### src/hw/awt_params.svh
`ifndef AWT_PARAMS_SVH
`define AWT_PARAMS_SVH

// Register byte offsets on the bus.
`define AWT_OFS_CTRL    8'h08
`define AWT_OFS_WINDOW  8'h0c
`define AWT_OFS_PSC     8'h10
`define AWT_OFS_COUNT   8'h14

// Field positions and widths.
`define AWT_EN_BIT      1
`define AWT_WIN_W       6
`define AWT_PSC_W       4
`define AWT_DIV_W       16

// Reset values.
`define AWT_EN_RESET    1'b0
`define AWT_WIN_RESET   6'h3f
`define AWT_PSC_RESET   4'h0

// Divider select codes.
`define AWT_SEL_OFF     4'h0
`define AWT_SEL_RSV0    4'h1
`define AWT_SEL_D2      4'h2
`define AWT_SEL_D4      4'h3
`define AWT_SEL_D8      4'h4
`define AWT_SEL_D16     4'h5
`define AWT_SEL_D32     4'h6
`define AWT_SEL_D256    4'h7
`define AWT_SEL_D128    4'h8
`define AWT_SEL_D512    4'h9
`define AWT_SEL_RSV1    4'ha
`define AWT_SEL_D1024   4'hb
`define AWT_SEL_D2048   4'hc
`define AWT_SEL_D4096   4'hd
`define AWT_SEL_D10240  4'he
`define AWT_SEL_D61440  4'hf

// Division ratios; zero marks a halted time base.
`define AWT_DIV_HALT    16'h0000
`define AWT_DIV_1       16'h0001
`define AWT_DIV_2       16'h0002
`define AWT_DIV_4       16'h0004
`define AWT_DIV_8       16'h0008
`define AWT_DIV_16      16'h0010
`define AWT_DIV_32      16'h0020
`define AWT_DIV_128     16'h0080
`define AWT_DIV_256     16'h0100
`define AWT_DIV_512     16'h0200
`define AWT_DIV_1024    16'h0400
`define AWT_DIV_2048    16'h0800
`define AWT_DIV_4096    16'h1000
`define AWT_DIV_10240   16'h2800
`define AWT_DIV_61440   16'hf000

`endif

### src/hw/awt_pkg.sv
`default_nettype none
`include "awt_params.svh"

package awt_pkg;

  // Wishbone request from the master, sampled as one group.
  typedef struct packed {
    logic        cyc;
    logic        stb;
    logic        we;
    logic [7:0]  adr;
    logic [3:0]  sel;
    logic [31:0] dat;
  } awt_wb_req_t;

  // Prescaler state.
  typedef struct packed {
    logic [`AWT_DIV_W-1:0] cnt;
    logic                  tick;
  } awt_psc_state_t;

  // Top-level state: registers, synchroniser, counter and bus answer.
  typedef struct packed {
    logic                  enable;
    logic [`AWT_WIN_W-1:0] window;
    logic [`AWT_PSC_W-1:0] select;
    logic [`AWT_WIN_W-1:0] count;
    logic                  wake;
    logic                  sync1;
    logic                  sync2;
    logic                  sync3;
    logic                  ack;
    logic [31:0]           rdat;
  } awt_state_t;

endpackage

`default_nettype wire

### src/hw/awt_top.sv
`default_nettype none
`include "awt_params.svh"

module awt_top (
  input  wire logic                i_clock,
  input  wire logic                i_srst,
  input  wire awt_pkg::awt_wb_req_t i_wb,
  input  wire logic                i_low_speed_rc_osc,
  output logic [31:0]              o_wb_dat,
  output logic                     o_wb_ack,
  output logic                     o_wake
);

  awt_pkg::awt_state_t st;       // Registered state of the block.
  awt_pkg::awt_state_t next_st;  // Next state.
  logic                lsi_tick; // One cycle per oscillator rising edge.
  logic                base_tick;// One cycle per prescaled period.
  logic                req;      // A new bus request this cycle.
  logic                wr;       // A write that lands this cycle.
  logic [7:0]          addr;     // Word-aligned byte address.

  // Divides the oscillator ticks by the selected ratio.
  awt_prescaler u_psc (
    .i_clock    (i_clock),
    .i_srst     (i_srst),
    .i_run      (st.enable),
    .i_lsi_tick (lsi_tick),
    .i_select   (st.select),
    .o_tick     (base_tick)
  );

  // Computes the next state: bus slave, synchroniser and counter.
  always_comb begin
    next_st = st;
    // The oscillator pin passes two flops before the edge detector.
    next_st.sync1 = i_low_speed_rc_osc;
    next_st.sync2 = st.sync1;
    next_st.sync3 = st.sync2;
    lsi_tick = st.sync2 && !st.sync3;
    addr = {i_wb.adr[7:2], 2'b00};
    // A request is answered once; the cycle after ack is idle.
    req = i_wb.cyc && i_wb.stb && !st.ack;
    // A write lands on the edge at which the master sees ack, while it still holds the request.
    wr = i_wb.cyc && i_wb.stb && i_wb.we && i_wb.sel[0] && st.ack;
    next_st.ack = req;
    next_st.rdat = st.rdat;
    if (req) begin
      // Read data; unmapped addresses and reserved bits read zero.
      case (addr)
        `AWT_OFS_CTRL: begin
          next_st.rdat = '0;
          next_st.rdat[`AWT_EN_BIT] = st.enable;
        end
        `AWT_OFS_WINDOW: begin
          next_st.rdat = {{(32 - `AWT_WIN_W){1'b0}}, st.window};
        end
        `AWT_OFS_PSC: begin
          next_st.rdat = {{(32 - `AWT_PSC_W){1'b0}}, st.select};
        end
        `AWT_OFS_COUNT: begin
          next_st.rdat = {{(32 - `AWT_WIN_W){1'b0}}, st.count};
        end
        default: begin
          next_st.rdat = '0;
        end
      endcase
    end
    // Writes land on the acknowledging edge; only lane 0 holds fields.
    if (wr) begin
      case (addr)
        `AWT_OFS_CTRL: begin
          next_st.enable = i_wb.dat[`AWT_EN_BIT];
        end
        `AWT_OFS_WINDOW: begin
          next_st.window = i_wb.dat[`AWT_WIN_W-1:0];
        end
        `AWT_OFS_PSC: begin
          next_st.select = i_wb.dat[`AWT_PSC_W-1:0];
        end
        default: begin
          // Read-only or unmapped: the write is dropped.
          next_st.select = st.select;
        end
      endcase
    end
    next_st.wake = 1'b0;
    if (!st.enable) begin
      next_st.count = '0;
    end else if (base_tick) begin
      if (st.count == st.window) begin
        next_st.count = '0;
        next_st.wake = 1'b1;
      end else begin
        next_st.count = st.count + `AWT_WIN_W'(1);
      end
    end
  end

  // Registers the whole state; reset loads the power-up register values.
  always_ff @(posedge i_clock) begin
    if (i_srst) begin
      st <= '0;
      st.enable <= `AWT_EN_RESET;
      st.window <= `AWT_WIN_RESET;
      st.select <= `AWT_PSC_RESET;
    end else begin
      st <= next_st;
    end
  end

  // Outputs come straight from the state flops.
  assign o_wb_dat = st.rdat;
  assign o_wb_ack = st.ack;
  assign o_wake = st.wake;
endmodule // awt_top

`default_nettype wire

### src/hw/awt_prescaler.sv
`default_nettype none
`include "awt_params.svh"

// Divides oscillator ticks down to the counting time base.
module awt_prescaler (
  input  wire logic                  i_clock,
  input  wire logic                  i_srst,
  input  wire logic                  i_run,
  input  wire logic                  i_lsi_tick,
  input  wire logic [`AWT_PSC_W-1:0] i_select,
  output logic                       o_tick
);

  // Maps a select code to its ratio; reserved codes halt the base.
  // Select code decode.
  function automatic logic [`AWT_DIV_W-1:0] awt_limit(input logic [`AWT_PSC_W-1:0] sel);
    case (sel)
      `AWT_SEL_OFF:    awt_limit = `AWT_DIV_1;
      `AWT_SEL_D2:     awt_limit = `AWT_DIV_2;
      `AWT_SEL_D4:     awt_limit = `AWT_DIV_4;
      `AWT_SEL_D8:     awt_limit = `AWT_DIV_8;
      `AWT_SEL_D16:    awt_limit = `AWT_DIV_16;
      `AWT_SEL_D32:    awt_limit = `AWT_DIV_32;
      `AWT_SEL_D256:   awt_limit = `AWT_DIV_256;
      `AWT_SEL_D128:   awt_limit = `AWT_DIV_128;
      `AWT_SEL_D512:   awt_limit = `AWT_DIV_512;
      `AWT_SEL_D1024:  awt_limit = `AWT_DIV_1024;
      `AWT_SEL_D2048:  awt_limit = `AWT_DIV_2048;
      `AWT_SEL_D4096:  awt_limit = `AWT_DIV_4096;
      `AWT_SEL_D10240: awt_limit = `AWT_DIV_10240;
      `AWT_SEL_D61440: awt_limit = `AWT_DIV_61440;
      default:         awt_limit = `AWT_DIV_HALT;
    endcase
  endfunction

  awt_pkg::awt_psc_state_t st;       // Registered state.
  awt_pkg::awt_psc_state_t next_st;  // Next state.
  logic [`AWT_DIV_W-1:0]   limit;    // Ratio of the current code.

  // Counts oscillator ticks and emits one pulse per full ratio.
  always_comb begin
    limit = awt_limit(i_select);
    next_st = st;
    next_st.tick = 1'b0;
    // Reserved codes and a disabled timer keep the divider cleared.
    // Reserved codes halt.
    if (!i_run || limit == `AWT_DIV_HALT) begin
      next_st.cnt = '0;
    end else if (i_lsi_tick) begin
      // The last tick of a ratio wraps the divider and fires the base.
      if (st.cnt == limit - `AWT_DIV_1) begin
        next_st.cnt = '0;
        next_st.tick = 1'b1;
      end else begin
        next_st.cnt = st.cnt + `AWT_DIV_1;
      end
    end
  end

  // Registers the state; reset clears the divider.
  always_ff @(posedge i_clock) begin
    if (i_srst) begin
      st <= '0;
    end else begin
      st <= next_st;
    end
  end

  assign o_tick = st.tick;
endmodule // awt_prescaler

`default_nettype wire

### config.mk
export PLATFORM = sky130hd
export DESIGN_NAME = awt_top
export DESIGN_NICKNAME = d
export VERILOG_FILES = /design/src/hw/awt_pkg.sv /design/src/hw/awt_top.sv /design/src/hw/awt_prescaler.sv
export VERILOG_INCLUDE_DIRS = /design/src /design/src/hw
export SDC_FILE = /design/constraint.sdc
export NUM_CORES = 1
export LEC_CHECK = 0
export BUFFER_PORTS_ARGS = -buffer_cell sky130_fd_sc_hd__buf_2
export CAP_MARGIN = 10
export CORE_MARGIN = 2
export CORE_UTILIZATION = 40
export CTS_CLUSTER_DIAMETER = 50
export CTS_CLUSTER_SIZE = 30
export DETAILED_ROUTE_END_ITERATION = 8
export SLEW_MARGIN = 15
export SYNTH_ARGS = -nofsm -noshare
export SYNTH_HDL_FRONTEND = slang
export SYNTH_SLANG_ARGS = --single-unit
### constraint.sdc
create_clock -name i_clock -period 4.9 [get_ports i_clock]
set_input_delay 0.49 -clock i_clock [delete_from_list [all_inputs] [get_ports i_clock]]
set_output_delay 0.49 -clock i_clock [all_outputs]
set_load 0.01 [all_outputs]
After elaboration in Yosys (flattened, before gate mapping). Memory sizes are Yosys's and may differ from the RTL's. A register that Yosys moved wholly into a read port is not among the register bits. Cells that the tools add are included.

Register bits: 71. Memory bits (read-only): 240. Bits of input ports: 50. Output and inout port bits: 34. Word-level logic and storage cells: 50. Memories kept: 1.

Memories: (name not given) (words 16, bits a word 15, rd ports 1, clocked after memory_dff 1, wr ports 0, RTL line awt_prescaler.sv:17) `case (sel)`.

Add/subtract/negate cells: 3. Equality and inequality tests: 6. Muxes and demuxes: 7. Bitwise logic cells: 3. Reductions and logical operators: 18.

Operator list (number): $pmux W6 S4 (1); $add A16 B1 Y16 const B (1); $eq A16 B16 Y1 (1); $logic_not A16 Y1 (1); $mux W16 (1); $sub A16 B1 Y16 const B (1); $eq A6 B2 Y1 const B (2); $eq A6 B3 Y1 const B (2); $mux W4 (2); $add A6 B1 Y6 const B (1); $eq A6 B6 Y1 (1); $logic_and A1 B1 Y1 (6); $mux W6 (1); $reduce_and A2 Y1 (3); $reduce_or A3 Y1 (2); $reduce_or A2 Y1 (2); $logic_not A1 Y1 (3); $not A1 Y1 (3); $mux W1 (2); $logic_or A1 B1 Y1 (1).

Depth between registers and ports, before layout. Gate-level depths: netlist (run 1).

Depth in word-level cells: 7. Mapped depth: 10. Mapped depth without buffers: 8.

By module. A second synthesis (run 1) with hierarchy kept.

Cell total of the unflattened synthesis: 360. Area, all modules: 3136.8 um^2.

By module, submodules not included: awt_top (instances 1, cells each 172, area an instance 1619.1 um^2, sequential area each 560.5 um^2); awt_prescaler (instances 1, cells each 188, area an instance 1517.7 um^2, sequential area each 340.3 um^2).

Worst setup path after synthesis (run 1). No wires, ideal clock.

Path kind: input -> register. Start: in i_wb[41] (netlist name). End: reg, netlist name u_psc.limit[9]. Library setup time: 91 ps. Data arrival time: 2172 ps. Required time: 4809 ps. Path slack: 2636 ps. Stages: 7. Buffers on the path: 1. Cells stage by stage: or3_4 > nor3_2 > nand2_2 > mux2i_1 > nor2_1 > buf_1 > nor4bb_1.

Word-level cells in the longest chain between the ends: 4.

Ends and longest elaborated chain: start: declaration (RTL line awt_top.sv:7) `input wire awt_pkg::awt_wb_req_t i_wb,`; $eq A6 B3 Y1 (RTL line awt_top.sv:70) `case (addr)`; $reduce_and A2 Y1 (no source line); $mux W4 (no source line) (2 in a row).

Every way passes these cells. A chain may end at the register's enable or synchronous reset.

Worst setup path in the final report (run 1).
Start: reg, netlist name u_psc.limit[0]. End: reg u_psc.st[1] (netlist name).

Word-level cells in the longest chain between the ends: 3.

Ends and longest elaborated chain: $sub A16 B1 Y16 (no source line) / $logic_not A16 Y1 (equally long branches); $eq A16 B16 Y1 (no source line) / $logic_or A1 B1 Y1 (equally long branches); $mux W16 / $reduce_or A2 Y1 (equally long branches); end signal: assignment (RTL line awt_prescaler.sv:65) `st <= next_st;`; end: declaration (RTL line awt_prescaler.sv:36) `awt_pkg::awt_psc_state_t st;`.

Several ways; a longest one is shown, not always the timed one.

==> results of run 1 <==
## registers in the layout (all words and copies together) (netlist names)
name          count
next_st           2
o_wake            1
o_wb_dat          6
u_psc.limit      14
u_psc.o_tick      1
o_wb_ack          1
u_psc.st         16
st               18
## final cells by class
cell class,count,area share [%]
clock buffers,14,4.11
clock inverters,2,0.943
inverters,13,1.31
multi-input cells,296,54.3
flip-flops and latches,59,31.8
well taps,108,3.64
repair buffers,28,3.91
## per-layer routing
layer / up-vias / wire length [um]
met4: 0 / 85
met2: 61 / 3270
li1: 1352 / -
met5: - / 0
met1: 1248 / 3220
met3: 10 / 329
## cells in the mapped netlist (5+ instances only)
cell	number	share of area [%]
sky130_fd_sc_hd__nor2_1	36	3.9
sky130_fd_sc_hd__nor3_1	7	1.0
sky130_fd_sc_hd__clkbuf_1	11	1.2
sky130_fd_sc_hd__inv_1	13	1.4
sky130_fd_sc_hd__nor4_1	6	1.1
sky130_fd_sc_hd__nand4_1	8	1.4
sky130_fd_sc_hd__nand3_1	11	1.6
sky130_fd_sc_hd__dfxtp_1	59	34
sky130_fd_sc_hd__a211o_1	6	1.5
sky130_fd_sc_hd__buf_2	6	0.86
sky130_fd_sc_hd__nand2b_1	5	0.90
sky130_fd_sc_hd__a22oi_1	5	1.1
sky130_fd_sc_hd__buf_4	33	7.1
sky130_fd_sc_hd__a21oi_1	9	1.3
sky130_fd_sc_hd__a21oi_2	10	2.5
sky130_fd_sc_hd__nand2_1	30	3.2
sky130_fd_sc_hd__xnor2_1	30	7.5
sky130_fd_sc_hd__xor2_1	16	4.0
sky130_fd_sc_hd__o21ai_0	6	0.86
sky130_fd_sc_hd__a22o_1	8	2.0
## final timing paths
kind / start / slack (ns) / depth (start not counted) / end
setup / recovery: u_psc.limit[0] / 2.04 / 8 / u_psc.st[1]
hold / removal: i_low_speed_rc_osc / 0.36 / 2 / next_st[34]
setup reg to reg: u_psc.limit[0] / 2.04 / 8 / u_psc.st[1]
hold reg to reg: next_st[34] / 0.44 / 1 / next_st[33]
## where the power goes
group | total (uW) | leakage (uW) | internal [uW] | switching [uW]
sequential | 482 | 0.000476 | 481 | 0.708
clock | 431 | 0.0000947 | 249 | 183
combinational | 35.7 | 0.000893 | 11.0 | 24.7
total | 949 | 0.00146 | 741 | 208
## placed cells by master, fill, tap and decap left out, types with 4 or more instances in the layout
| master | Yosys | final |
|---|---|---|
| sky130_fd_sc_hd__a211o_1 | 6 | 6 |
| sky130_fd_sc_hd__a21oi_1 | 9 | 9 |
| sky130_fd_sc_hd__a21oi_2 | 10 | 10 |
| sky130_fd_sc_hd__a22o_1 | 8 | 8 |
| sky130_fd_sc_hd__a22oi_1 | 5 | 5 |
| sky130_fd_sc_hd__and4_1 | 4 | 4 |
| sky130_fd_sc_hd__buf_2 | 6 | 26 |
| sky130_fd_sc_hd__clkbuf_1 | 11 | 4 |
| sky130_fd_sc_hd__clkbuf_8 | 0 | 10 |
| sky130_fd_sc_hd__conb_1 | 1 | 26 |
| sky130_fd_sc_hd__dfxtp_1 | 59 | 59 |
| sky130_fd_sc_hd__ha_1 | 4 | 4 |
| sky130_fd_sc_hd__inv_1 | 13 | 13 |
| sky130_fd_sc_hd__mux2i_1 | 4 | 4 |
| sky130_fd_sc_hd__nand2_1 | 30 | 30 |
| sky130_fd_sc_hd__nand2b_1 | 5 | 5 |
| sky130_fd_sc_hd__nand3_1 | 11 | 11 |
| sky130_fd_sc_hd__nand4_1 | 8 | 8 |
| sky130_fd_sc_hd__nor2_1 | 36 | 36 |
| sky130_fd_sc_hd__nor2b_1 | 4 | 4 |
| sky130_fd_sc_hd__nor3_1 | 7 | 7 |
| sky130_fd_sc_hd__nor4_1 | 6 | 6 |
| sky130_fd_sc_hd__nor4bb_1 | 4 | 4 |
| sky130_fd_sc_hd__o21ai_0 | 6 | 6 |
| sky130_fd_sc_hd__xnor2_1 | 30 | 30 |
| sky130_fd_sc_hd__xor2_1 | 16 | 16 |
## per-stage QoR
stage	hold slack (ns)	cell area, sq um	instances
after floorplan	0.414	3570	420
after global placement	0.422	3530	504
after detailed placement	0.430	3530	504
after CTS	0.341	3720	520
after global routing	0.354	3720	520
final	0.362	3720	520
## worst max-delay path: cells and delay by family, from the launching register on
family	cells	cell delay, ns
AND/OR/NAND/NOR	2	1.18
AO/OA/AOI/OAI	3	0.45
flip-flops	1	0.41
adder cells (fa/ha/maj)	1	0.38
XOR/XNOR	1	0.20
buffers and inverters	1	0.09
## logic make-up (layout without fill, tap and decap cells)
kind of cell | after synthesis | count (layout) | share of synthesized area (%)
xor gates and xnor gates | 46 | 46 | 11.6
and+or+nand+nor | 147 | 147 | 24.8
DFF | 59 | 59 | 33.9
adders and majority gates | 4 | 4 | 1.44
muxes | 6 | 6 | 1.94
other | 1 | 26 | 0.108
buffers and inverters | 65 | 57 | 11.0
AOI/OAI and AO/OA | 67 | 67 | 15.2
==> metrics list, run 1 <==
- DRC marker count from the first detailed-route iteration: 92
- The number of antenna violations at the first check in global routing was 0.
* Router iterations before antenna repair: 4
* Total power density per cell area: 255 mW/mm^2
- Clock skew on the completed layout was measured at 0.00681 ns.
- The repair_antennas step left the layout with diodes totalling 0.
- Of the synthesized area, sequential elements account for 33.9%.
- Fraction of layout instances using a drive strength above 1: 17.2%
- Final setup violation count: 0
- Each instance of the synthesized netlist takes up on average 8.81 sq um.
- Along the worst path, the maximum fanout reaches 15.
- Cells fill 43.2% of the core in the end.
- Wire length of the first global-routing pass: 11,600 um
- By startpoint and endpoint, the worst setup path is classified as reg2reg.
- Synth cell types: 65
- The worst-case IR drop observed on VDD is 0.153 mV.
- Die X-Extent: 97.3 um
- Number of global-route vias before repair: 2,459
- STA classifies the critical path startpoint as a flip-flop.
- Delay of the slowest cell on the worst path: 0.74 ns
- The tree built by TritonCTS fans out to 59 sinks.
* Post-detailed-route count of antenna-violating nets: 0
- Total design power: 949 uW
- Synthesis inferred 59 register bits.
- The number of setup buffers added after CTS is 0.
- Cell chain of the critical path: inv_1 -> ha_1 -> xor2_1 -> o21ai_0 -> a21oi_1 -> or3_1 -> nor3_4 -> o211ai_1
* Routed vias: 2,671
* Gp weighted congestion: 0.830
- Synth async-reset ratio: 0%
- Number of pins with negative max-slew slack in the final report: 0
- Yosys mapped a number of flops with a built-in enable equal to 0.
- Post-detailed-route wirelength per cell: 13.3 um
* CTS root buffer: sky130_fd_sc_hd__clkbuf_8
- All-Layer GR Usage: 15.3%
- Register area: 0.00118 sq mm
- Setup repair after global routing left no endpoint under its margin.
- Max_cap viols: 0
* Clock tree from TritonCTS: done
* Final critical-path required period: 2.86 ns
- Critical Path Sink Type: flip-flop
- Total area of multi-input combinational cells: 0.00202 sq mm
- Clock-pin slew on the worst setup and hold paths: 0.06 ns
- TritonCTS buffer count: 9
- Global routing finished with a remaining overflow of 0.
- Die footprint: 0.00946 sq mm
- In this run the worst hold path is classified as in2reg.
* Starting density of the core: 40.5%
- The layer flagged by global routing as most heavily used is met2.
- The final hold violation count came to 0.
- Clock Tree Buf Depth: 2
- From bottom edge to top edge, the die measures 97.3 um.
* Leading register cell type out of synthesis: sky130_fd_sc_hd__dfxtp_1
* Fill cell total of the finished layout: 866
- Status: completed
- Synth Cell Area: 0.00348 sq mm
- Largest net degree at the start of global routing: 26
* Synth Warn #: 0
- Worst Path Required: 5.09 ns
- Worst slew margin relative to its limit: 42.7%
* # DRC: 0
- After floorplanning, the core was divided into 34 placement rows.
- Relative to the synthesized area, the layout overhead comes to 6.76%.
* Worst EP arrival: 3.05 ns
- After detailed routing, the number of vias per cell comes to 5.14.
- Slowest cell on crit path: sky130_fd_sc_hd__nor3_4
- In this run the count of I/O pins placed on the die edge is 84.
- DP HPWL: 4980 um
- Post-layout net count: 461
* Port Buffer Count: 26
* # hold bufs at CTS: 0
- Worst slack after detailed placement: 2.08 ns
- Setup ws final: 2.04 ns
* Wirelength, routed: 6910 um
- Syn Inst Count: 395
* Post-cts gate resize count: 0
- Global Route met2 Usage: 24.0%
- Global routing consumed, on the met1 layer, 19.4% of the routing resources.
- Met3 Usage GRT: 5.83%
- For the pin with the worst max-slew slack, the measured transition is 0.860 ns.
* CTS H-Tree Depth: 3
- Static timing analysis puts the maximum clock frequency at 350 MHz.
- Leakage: 0.00146 uW
* Final clock period utilization by the worst path: 58.4%
* Skew-Pair Late Insertion Delay: 0.34 ns
- Final TNS setup: 0 ns
* Area of the core: 0.00859 sq mm
Power figures use the tool's default switching activity.
==> run 2, diff against run 1 <==
--- a/config.mk
+++ b/config.mk
@@ -6,6 +6,7 @@
 export SDC_FILE = /design/constraint.sdc
 export NUM_CORES = 1
 export LEC_CHECK = 0
+export ABC_AREA = 1
 export BUFFER_PORTS_ARGS = -buffer_cell sky130_fd_sc_hd__buf_2
 export CAP_MARGIN = 10
 export CORE_MARGIN = 2
==> constraint.sdc (replaced) <==
create_clock -name i_clock -period 2.8 [get_ports i_clock]
set_input_delay 0.28 -clock i_clock [delete_from_list [all_inputs] [get_ports i_clock]]
set_output_delay 0.28 -clock i_clock [all_outputs]
set_load 0.01 [all_outputs]
==> run 2 against run 1 <==
Effect of this change:
- register-to-register slack got worse by 1.4 ns
- fmax rose by 30%
- clock-buffer cell count shrank 2
- critical endpoint is now u_psc.st[16]
- largest cell class unchanged
- critical path type unchanged
==> metrics list, run 2 <==
- The path class of the tightest hold or removal check is in2reg.
- In this run the worst setup path begins at u_psc.limit[0].
* Fin. Hold Viols: 0
- In this run the number of H-tree levels came out at 3.
- Post-CTS Setup Inserts: 0
- Of the available clock period, the critical path in the final layout requires 78.6%.
* Delay of the slowest cell on the worst path: 0.33 ns
- Largest cells by area after synthesis: sky130_fd_sc_hd__dfxtp_1 (34%), sky130_fd_sc_hd__nand2_1 (14%), sky130_fd_sc_hd__buf_4 (6.9%)
- The floorplan has 34 rows.
- The clock arrives with 0.0107 ns of skew.
* Leakage: 0.00160 uW
* Post-detailed-route wirelength per cell: 11.0 um
- Synth Register Bits: 59
- After detailed routing, the number of vias per cell comes to 4.47.
- Biggest fanout along the worst timing path: 15
- The most used flip-flop cell after synthesis is sky130_fd_sc_hd__dfxtp_1.
* Number of cells on the worst reg-to-reg path: 13
- Syn Inst Count: 492
- The layer flagged by global routing as most heavily used is met2.
- Setup slack on the worst reg-to-reg path comes out at 0.60 ns.
- Total power density per cell area: 439 mW/mm^2
- Number of buffers and inverters on the critical path: 2
* Critical path start-end classification: reg2reg
- Relative to the synthesized area, the layout overhead comes to 8.14%.
- In the final timing run, aggregate negative setup slack is 0 ns.
* Height of the die: 97.6 um
- The floorplan step defined a core boundary enclosing 0.00859 sq mm.
- After detailed placement, the total cell area comes to 0.00360 sq mm.
* Synth Warn #: 0
- The critical path ends at u_psc.st[16].
- Post-layout net count: 573
- Global Route met2 Usage: 25.5%
* Starting density of the core: 40.8%
- The routed design could run at a clock period as short as 2.20 ns.
- Summed over its instances, the top area cell type makes up 33.7% of the synthesized netlist area.
- All-Layer GR Usage: 15.8%
- Max-cap violations in this run came to 0.
* Post-detailed-route count of antenna-violating nets: 0
* Number of flip-flops in the largest register: 18
- The worst setup path is launched from a flip-flop.
- The worst register-to-register path ends at u_psc.st[16].
* Most area-hungry cell type in the Yosys netlist: sky130_fd_sc_hd__dfxtp_1
- Global routing used 3.45% of the available met3 tracks.
- # hold bufs at CTS: 0
* Antenna Cells: 0
- Clock latency on the worst-skew pair, taken at its later pin, is 0.34 ns.
- The synthesized netlist occupies a cell area of 0.00351 sq mm.
- The startpoint identified for the worst register-to-register timing path is u_psc.limit[0].
* IO Count: 84
- Antenna violations before repair: 0
* Worst Path Required: 3.01 ns
- Wire length of the first global-routing pass: 12,200 um
- The first routing iteration left 97 violations.
- Port Buffer Count: 26
- Summing all multi-input logic gate instances after layout gives 0.00190 sq mm.
- DP HPWL: 5460 um
- Counting flops with an async set or reset pin after synthesis yields a share of 0%.
- Number of global-route vias before repair: 2,640
- Clock tree synthesis found a total of 59 sinks.
- Cell area after layout: 0.00379 sq mm
- Cell chain of the critical path: inv_1 -> ha_1 -> inv_1 -> nand2_1 -> nand3_1 -> nand2_1 -> nand3_1 -> nor2_1 -> nand3_1 -> nor2_2 -> nand4_2 -> nand2_4 -> nor2_1
* CP dominant cell by count: sky130_fd_sc_hd__nand3_1
- Clock-pin slew on the worst setup and hold paths: 0.07 ns
- The library cell used most frequently in the layout, excluding fill and tap cells, is sky130_fd_sc_hd__nand2_1.
* Fraction of layout instances using a drive strength above 1: 15.6%
- For this run, the register share of the synthesized area comes to 33.7%.
- The longest clock path from root to sink contains 2 buffers.
* Wirelength, routed: 6920 um
- Number of flops mapped to enable cells by yosys: 0
- Across the VDD grid, the largest voltage drop is 0.264 mV.
* Final setup violation count: 0
- Yosys instantiated no cell more often than sky130_fd_sc_hd__nand2_1.
* Most used cells in the layout excluding fill and tap cells: sky130_fd_sc_hd__nand2_1 (129), sky130_fd_sc_hd__inv_1 (64), sky130_fd_sc_hd__dfxtp_1 (59)
- TritonCTS buffer count: 9
- Counting flops per register, the top entry is st.
- Summing all flip-flop and latch instances after layout gives 0.00118 sq mm.
* Post-cts gate resize count: 0
* Kind of cell adding the most delay to the critical path: simple AND/OR/NAND/NOR gates
- Synth cell types: 39
- Total stage count of the critical path: 13
* Worst EP arrival: 2.41 ns
- TritonCTS built the clock tree.
- The pre-antenna-repair detailed-routing pass consisted of 4 iterations.
- The congestion estimate from routability-driven global placement came to 0.863.
- Critical Path Sink Type: flip-flop
- Sorting the synthesized cells by how often they occur yields sky130_fd_sc_hd__nand2_1 (129), sky130_fd_sc_hd__inv_1 (64), sky130_fd_sc_hd__dfxtp_1 (59), sky130_fd_sc_hd__nor2_1 (58), sky130_fd_sc_hd__buf_4 (32).
- Global routing finished with a remaining overflow of 0.
- The routed layout has 2,824 vias.
* Worst slew margin relative to its limit: 66.6%
- Met1 usage in global routing: 20.8%
* Slowest cell on crit path: sky130_fd_sc_hd__dfxtp_1
- Die footprint: 0.00953 sq mm
- Entering global routing, the biggest net connects 16 pins.
* Worst slew pin tran: 0.497 ns
* RSZ-0062 raised after global routing: false
- Die X-Extent: 97.6 um
* Fill cell total of the finished layout: 878
- Number of pins with negative max-slew slack in the final report: 0
- Average cell area after synthesis: 7.13 sq um
- CTS root buffer: sky130_fd_sc_hd__clkbuf_8
* Status: completed
- Static timing analysis puts the maximum clock frequency at 454 MHz.
- # DRC: 0
## run 2: changes by cell type in the layout (fill, tap and decap cells not counted), moves of 6 or more
cell and delta:
sky130_fd_sc_hd__nor2_2 +10, sky130_fd_sc_hd__nor4_1 -6, sky130_fd_sc_hd__xnor2_1 -22, sky130_fd_sc_hd__nand3_1 +12
sky130_fd_sc_hd__a22o_1 -8, sky130_fd_sc_hd__a21oi_2 -10, sky130_fd_sc_hd__nand2_1 +99, sky130_fd_sc_hd__inv_1 +51
sky130_fd_sc_hd__a211o_1 -6, sky130_fd_sc_hd__nor2_4 +16, sky130_fd_sc_hd__nor2_1 +22
## run 2: power by group
part	total (uW)	internal [uW]	leakage [uW]	switching, uW
clock	765	434	0.0000926	331
sequential	843	842	0.000476	1.23
combinational	54.8	14.5	0.00104	40.3
## run 2: worst register-to-register path: cells and delay by family, from the launching register on
| kind | cells | cell delay (ns) |
|---|---|---|
| buffers and inverters | 2 | 0.28 |
| adder cells (fa/ha/maj) | 1 | 0.27 |
| flip-flops | 1 | 0.33 |
| AND/OR/NAND/NOR | 10 | 1.23 |
## run 2: cell families after synthesis
group,Yosys count,share of synthesized area (%)
buf+inv,101,14.7
mux,1,0.286
flops,59,33.7
simple gates,272,38.3
xor+xnor,25,6.46
other cells,1,0.107
fa+ha+maj,4,1.43
compound gates,29,5.03
## run 2: per-stage QoR
stage / util, % / instances / power (uW) / hold WS, ns / worst slack [ns]
after floorplan: - / 517 / 922 / 0.349 / 0.937
after global placement: 41.8 / 616 / 915 / 0.390 / 0.620
after detailed placement: 41.8 / 616 / 916 / 0.399 / 0.553
after CTS: 44.1 / 632 / 1680 / 0.128 / 0.568
after global routing: 44.1 / 632 / 1730 / 0.136 / 0.320
final: 44.1 / 632 / 1660 / 0.138 / 0.598
## run 2: area by class of cell
| type | instances | share of cell area (%) |
|---|---|---|
| multi-input combinational | 357 | 50.2 |
| sequential | 59 | 31.2 |
| inverter | 66 | 6.53 |
| clock buffer | 12 | 3.83 |
| tap | 108 | 3.56 |
| timing repair buffer | 26 | 3.43 |
| clock inverter | 4 | 1.32 |
## run 2: worst min-delay path by stage
stage / start / to / slack, ns / cells after the start
after floorplan: i_srst / o_wb_dat[5] / 0.35 / 1
after global placement: next_st[34] / next_st[33] / 0.39 / 2
after detailed placement: next_st[34] / next_st[33] / 0.40 / 2
after CTS: i_low_speed_rc_osc / next_st[34] / 0.13 / 3
after global routing: i_low_speed_rc_osc / next_st[34] / 0.14 / 3
final: i_low_speed_rc_osc / next_st[34] / 0.14 / 3
## run 2: metal layers
layer | vias to the layer above | wire (um)
li1 | 1526 | -
met5 | - | 0
met4 | 0 | 107
met1 | 1241 | 3450
met2 | 47 | 3110
met3 | 10 | 250
==> run 3, diff against run 2 <==
--- a/config.mk
+++ b/config.mk
@@ -6,7 +6,7 @@
 export SDC_FILE = /design/constraint.sdc
 export NUM_CORES = 1
 export LEC_CHECK = 0
-export ABC_AREA = 1
+export ABC_AREA = 0
 export BUFFER_PORTS_ARGS = -buffer_cell sky130_fd_sc_hd__buf_2
 export CAP_MARGIN = 10
 export CORE_MARGIN = 2
==> constraint.sdc (replaced) <==
create_clock -name i_clock -period 1.95 [get_ports i_clock]
set_input_delay 0.195 -clock i_clock [delete_from_list [all_inputs] [get_ports i_clock]]
set_output_delay 0.195 -clock i_clock [all_outputs]
set_load 0.01 [all_outputs]
==> run 3 against run 2 <==
Effect of this change:
- global-route usage up 1.1 points
- fmax up 2.8%
- the run now ends with negative setup slack left
- sequential power up 44%
- sequential cell count unchanged
- hold slack worse by 0.061 ns
- first-iteration DRC count down 23%
- non-clock buffer count up 64
- clock power up 66%
- cell count down 7.9%
- combinational power up 80%
==> metrics list, run 3 (same netlist as run 1, synthesis figures left out) <==
- Before CTS, the worst setup slack after placement is -0.552 ns.
- Port Buffer Count: 26
- Counting stages on the worst path, the most repeated cell is sky130_fd_sc_hd__buf_6.
* Total clock sinks: 59
* Placed cell count: 557
- Number of pins with negative max-slew slack in the final report: 0
- Worst voltage drop across the vdd grid: 0.355 mV
- Most common library cell in the layout ignoring fill and taps: sky130_fd_sc_hd__buf_4
- Leaving out fill and tap cells, the most frequent cells in the layout are sky130_fd_sc_hd__buf_4 (59), sky130_fd_sc_hd__dfxtp_1 (54), sky130_fd_sc_hd__nor2_1 (35).
- The post-route netlist has 34.0% of its cells at a drive strength greater than 1.
- Max_cap viols: 0
- Critical Path Sink Type: flip-flop
- Worst EP arrival: 2.40 ns
- Routed vias: 2,910
- Vias per cell: 5.00
- After global routing the overflow that remains totals 0.
- In this run, post-CTS hold repair placed 0 buffers.
- The clock passes through at most 2 buffers.
- Setup repair after global routing could not meet its margin everywhere.
- Final clock period utilization by the worst path: 110%
- For this design the static power due to leakage is 0.00183 uW.
* Starting density of the core: 40.5%
* Fin. Hold Viols: 0
* TritonCTS buffer count: 9
* Final TNS setup: -2.47 ns
* Setup crit start kind: flip-flop
- Per report_power, the combinational group accounts for 3.8% of the total.
* Endpoint of the worst hold-timing path: next_st[34]
* Number of cells on the worst reg-to-reg path: 8
- For this design the ratio of total power to cell area is 590 mW/mm^2.
- The worst hold path begins at i_low_speed_rc_osc.
- Clock Skews: 0.0117 ns
- From bottom edge to top edge, the die measures 97.3 um.
* Post-layout net count: 523
- The endpoint identified for the worst register-to-register timing path is u_psc.st[1].
- The die is 97.3 um wide.
- Syn-to-layout area delta: 25.7%
* Wirelength, routed: 7750 um
* Part of the total power dissipated in sequential elements: 46.9%
- The clock network accounts for 49.3% of the total power.
- After floorplanning, the core was divided into 34 placement rows.
- # DRC: 0
* Register area: 0.00119 sq mm
- Slowest cell on crit path: sky130_fd_sc_hd__or4_4
- Antenna violations before repair: 0
- Setup violations remaining at the end of the flow were counted as 17.
- The later pin in the worst-skew pair is clocked with a latency of 0.34 ns.
- CTS H-Tree Depth: 3
- Net switching power: 551 uW
* Fill cell total of the finished layout: 824
* Fmax achieved: 467 MHz
- Number of global-route vias before repair: 2,781
- Internal reg-to-reg setup slack: -0.19 ns
* Post-detailed-route count of antenna-violating nets: 0
* Status: finished, violations left
* Worst Path Required: 2.21 ns
* DP HPWL: 5590 um
- Across all setup checks in the final design, the least slack found is -0.192 ns.
- Cell chain of the critical path: buf_6 -> or4_4 -> o311a_1 -> o21a_1 -> o211ai_2 -> nor3_4 -> buf_6 -> o211ai_1
- Router iterations before antenna repair: 4
- TritonCTS built the clock tree.
* Biggest fanout along the worst timing path: 5
- Gp weighted congestion: 0.809
- All-Layer GR Usage: 16.9%
* Register name with the most flops: st
* Area of the core: 0.00859 sq mm
- IO Count: 84
- DRC marker count from the first detailed-route iteration: 75
- The tree is rooted in a sky130_fd_sc_hd__clkbuf_8.
- Failing checks: negative setup slack
- After detailed routing, the average wire length per cell comes to 13.3 um.
* Largest net degree at the start of global routing: 25
- The internal portion of the total power is 2030 uW.
- The min-delay analysis places its worst path in the category in2reg.
- Delay of the slowest cell on the worst path: 0.53 ns
* Antenna Cells: 0
- The first global-routing pass estimated 13,100 um of wire.
- Number of cells in the finished layout apart from fillers: 582
- The routed design could run at a clock period as short as 2.14 ns.
- The worst register-to-register path begins at u_psc.limit[5].
* Die footprint: 0.00946 sq mm
- Total area of multi-input combinational cells: 0.00215 sq mm
- After clock tree synthesis, the clock-pin slew on the worst setup and hold paths is 0.07 ns.
- Number of flip-flops in the largest register: 18
- Of the total power, the share spent switching nets is 21.4%.
- Critical path start-end classification: reg2reg
- Counting instances, the worst hold path has a depth of 2.
[run 3: cell types whose count changed in the layout (fill, tap and decap cells not counted), sizes merged, moves of 5 or more]
cell,before,now
nor4,0,9
a211o,0,6
inv,65,13
nand2,135,31
mux2i,1,6
a22o,0,8
nand3,24,11
nand2b,0,5
xnor2,8,30
a21oi,8,19
nor2,85,36
buf,26,90
[run 3: power by group through the flow]
stage	logic [uW]	clock network (uW)	registers [uW]
2_1_floorplan	100	0	1240
3_3_place_gp	94.1	0	1240
3_5_place_dp	95.5	0	1240
4_1_cts	97.5	1300	1210
5_1_grt	108	1360	1210
6_report	98.8	1270	1210
[run 3: cell type report]
type / count / area share [%]
Multi-Input combinational cell: 296 / 49.1
Sequential cell: 59 / 27.1
Timing Repair Buffer: 90 / 14.4
Clock buffer: 12 / 3.54
Tap cell: 108 / 3.09
Clock inverter: 4 / 1.66
Inverter: 13 / 1.11
[run 3: what timing repair did]
action                                  CTS  global route
pin swaps                                13             4
endpoints found under the setup margin   17            17
setup buffers                             8             2
hold endpoints to repair                  0             0
gates resized for setup                  20             9
cloned                                    1             0
[run 3: metrics by stage]
stage	hold slack (ns)	total power, uW	instance area, sq um	utilization, %
2_1_floorplan	0.323	1340	3630	-
3_3_place_gp	0.409	1330	3960	46.0
3_5_place_dp	0.414	1330	3960	46.0
4_1_cts	0.0634	2610	4320	50.3
5_1_grt	0.0737	2680	4380	50.9
6_report	0.0766	2580	4380	50.9
[run 3: worst max path at each step]
stage | end | from | cells past startpoint | slack [ns]
after global placement | u_psc.st[1] | u_psc.limit[10] | 6 | -0.44
final | u_psc.st[1] | u_psc.limit[5] | 8 | -0.19
after global routing | u_psc.st[1] | u_psc.limit[5] | 8 | -0.23
after CTS | u_psc.st[1] | u_psc.limit[5] | 8 | -0.20
after floorplan | u_psc.st[10] | u_psc.limit[5] | 8 | -0.01
after detailed placement | u_psc.st[1] | u_psc.limit[10] | 6 | -0.55
[run 3: critical path: cells and delay by family (launching register included)]
family | cells | cell delay, ns
AND/OR/NAND/NOR | 2 | 0.62
AO/OA/AOI/OAI | 4 | 0.85
buffers and inverters | 2 | 0.25
flip-flops | 1 | 0.34
[run 3: layer usage]
| metal | global-route usage, % | wire length [um] | vias up |
|---|---|---|---|
| li1 | - | - | 1476 |
| met1 | 21.3 | 3560 | 1374 |
| met2 | 28.3 | 3830 | 53 |
| met3 | 4.60 | 280 | 7 |
| met4 | 4.91 | 78 | 0 |
| met5 | 0 | 0 | - |
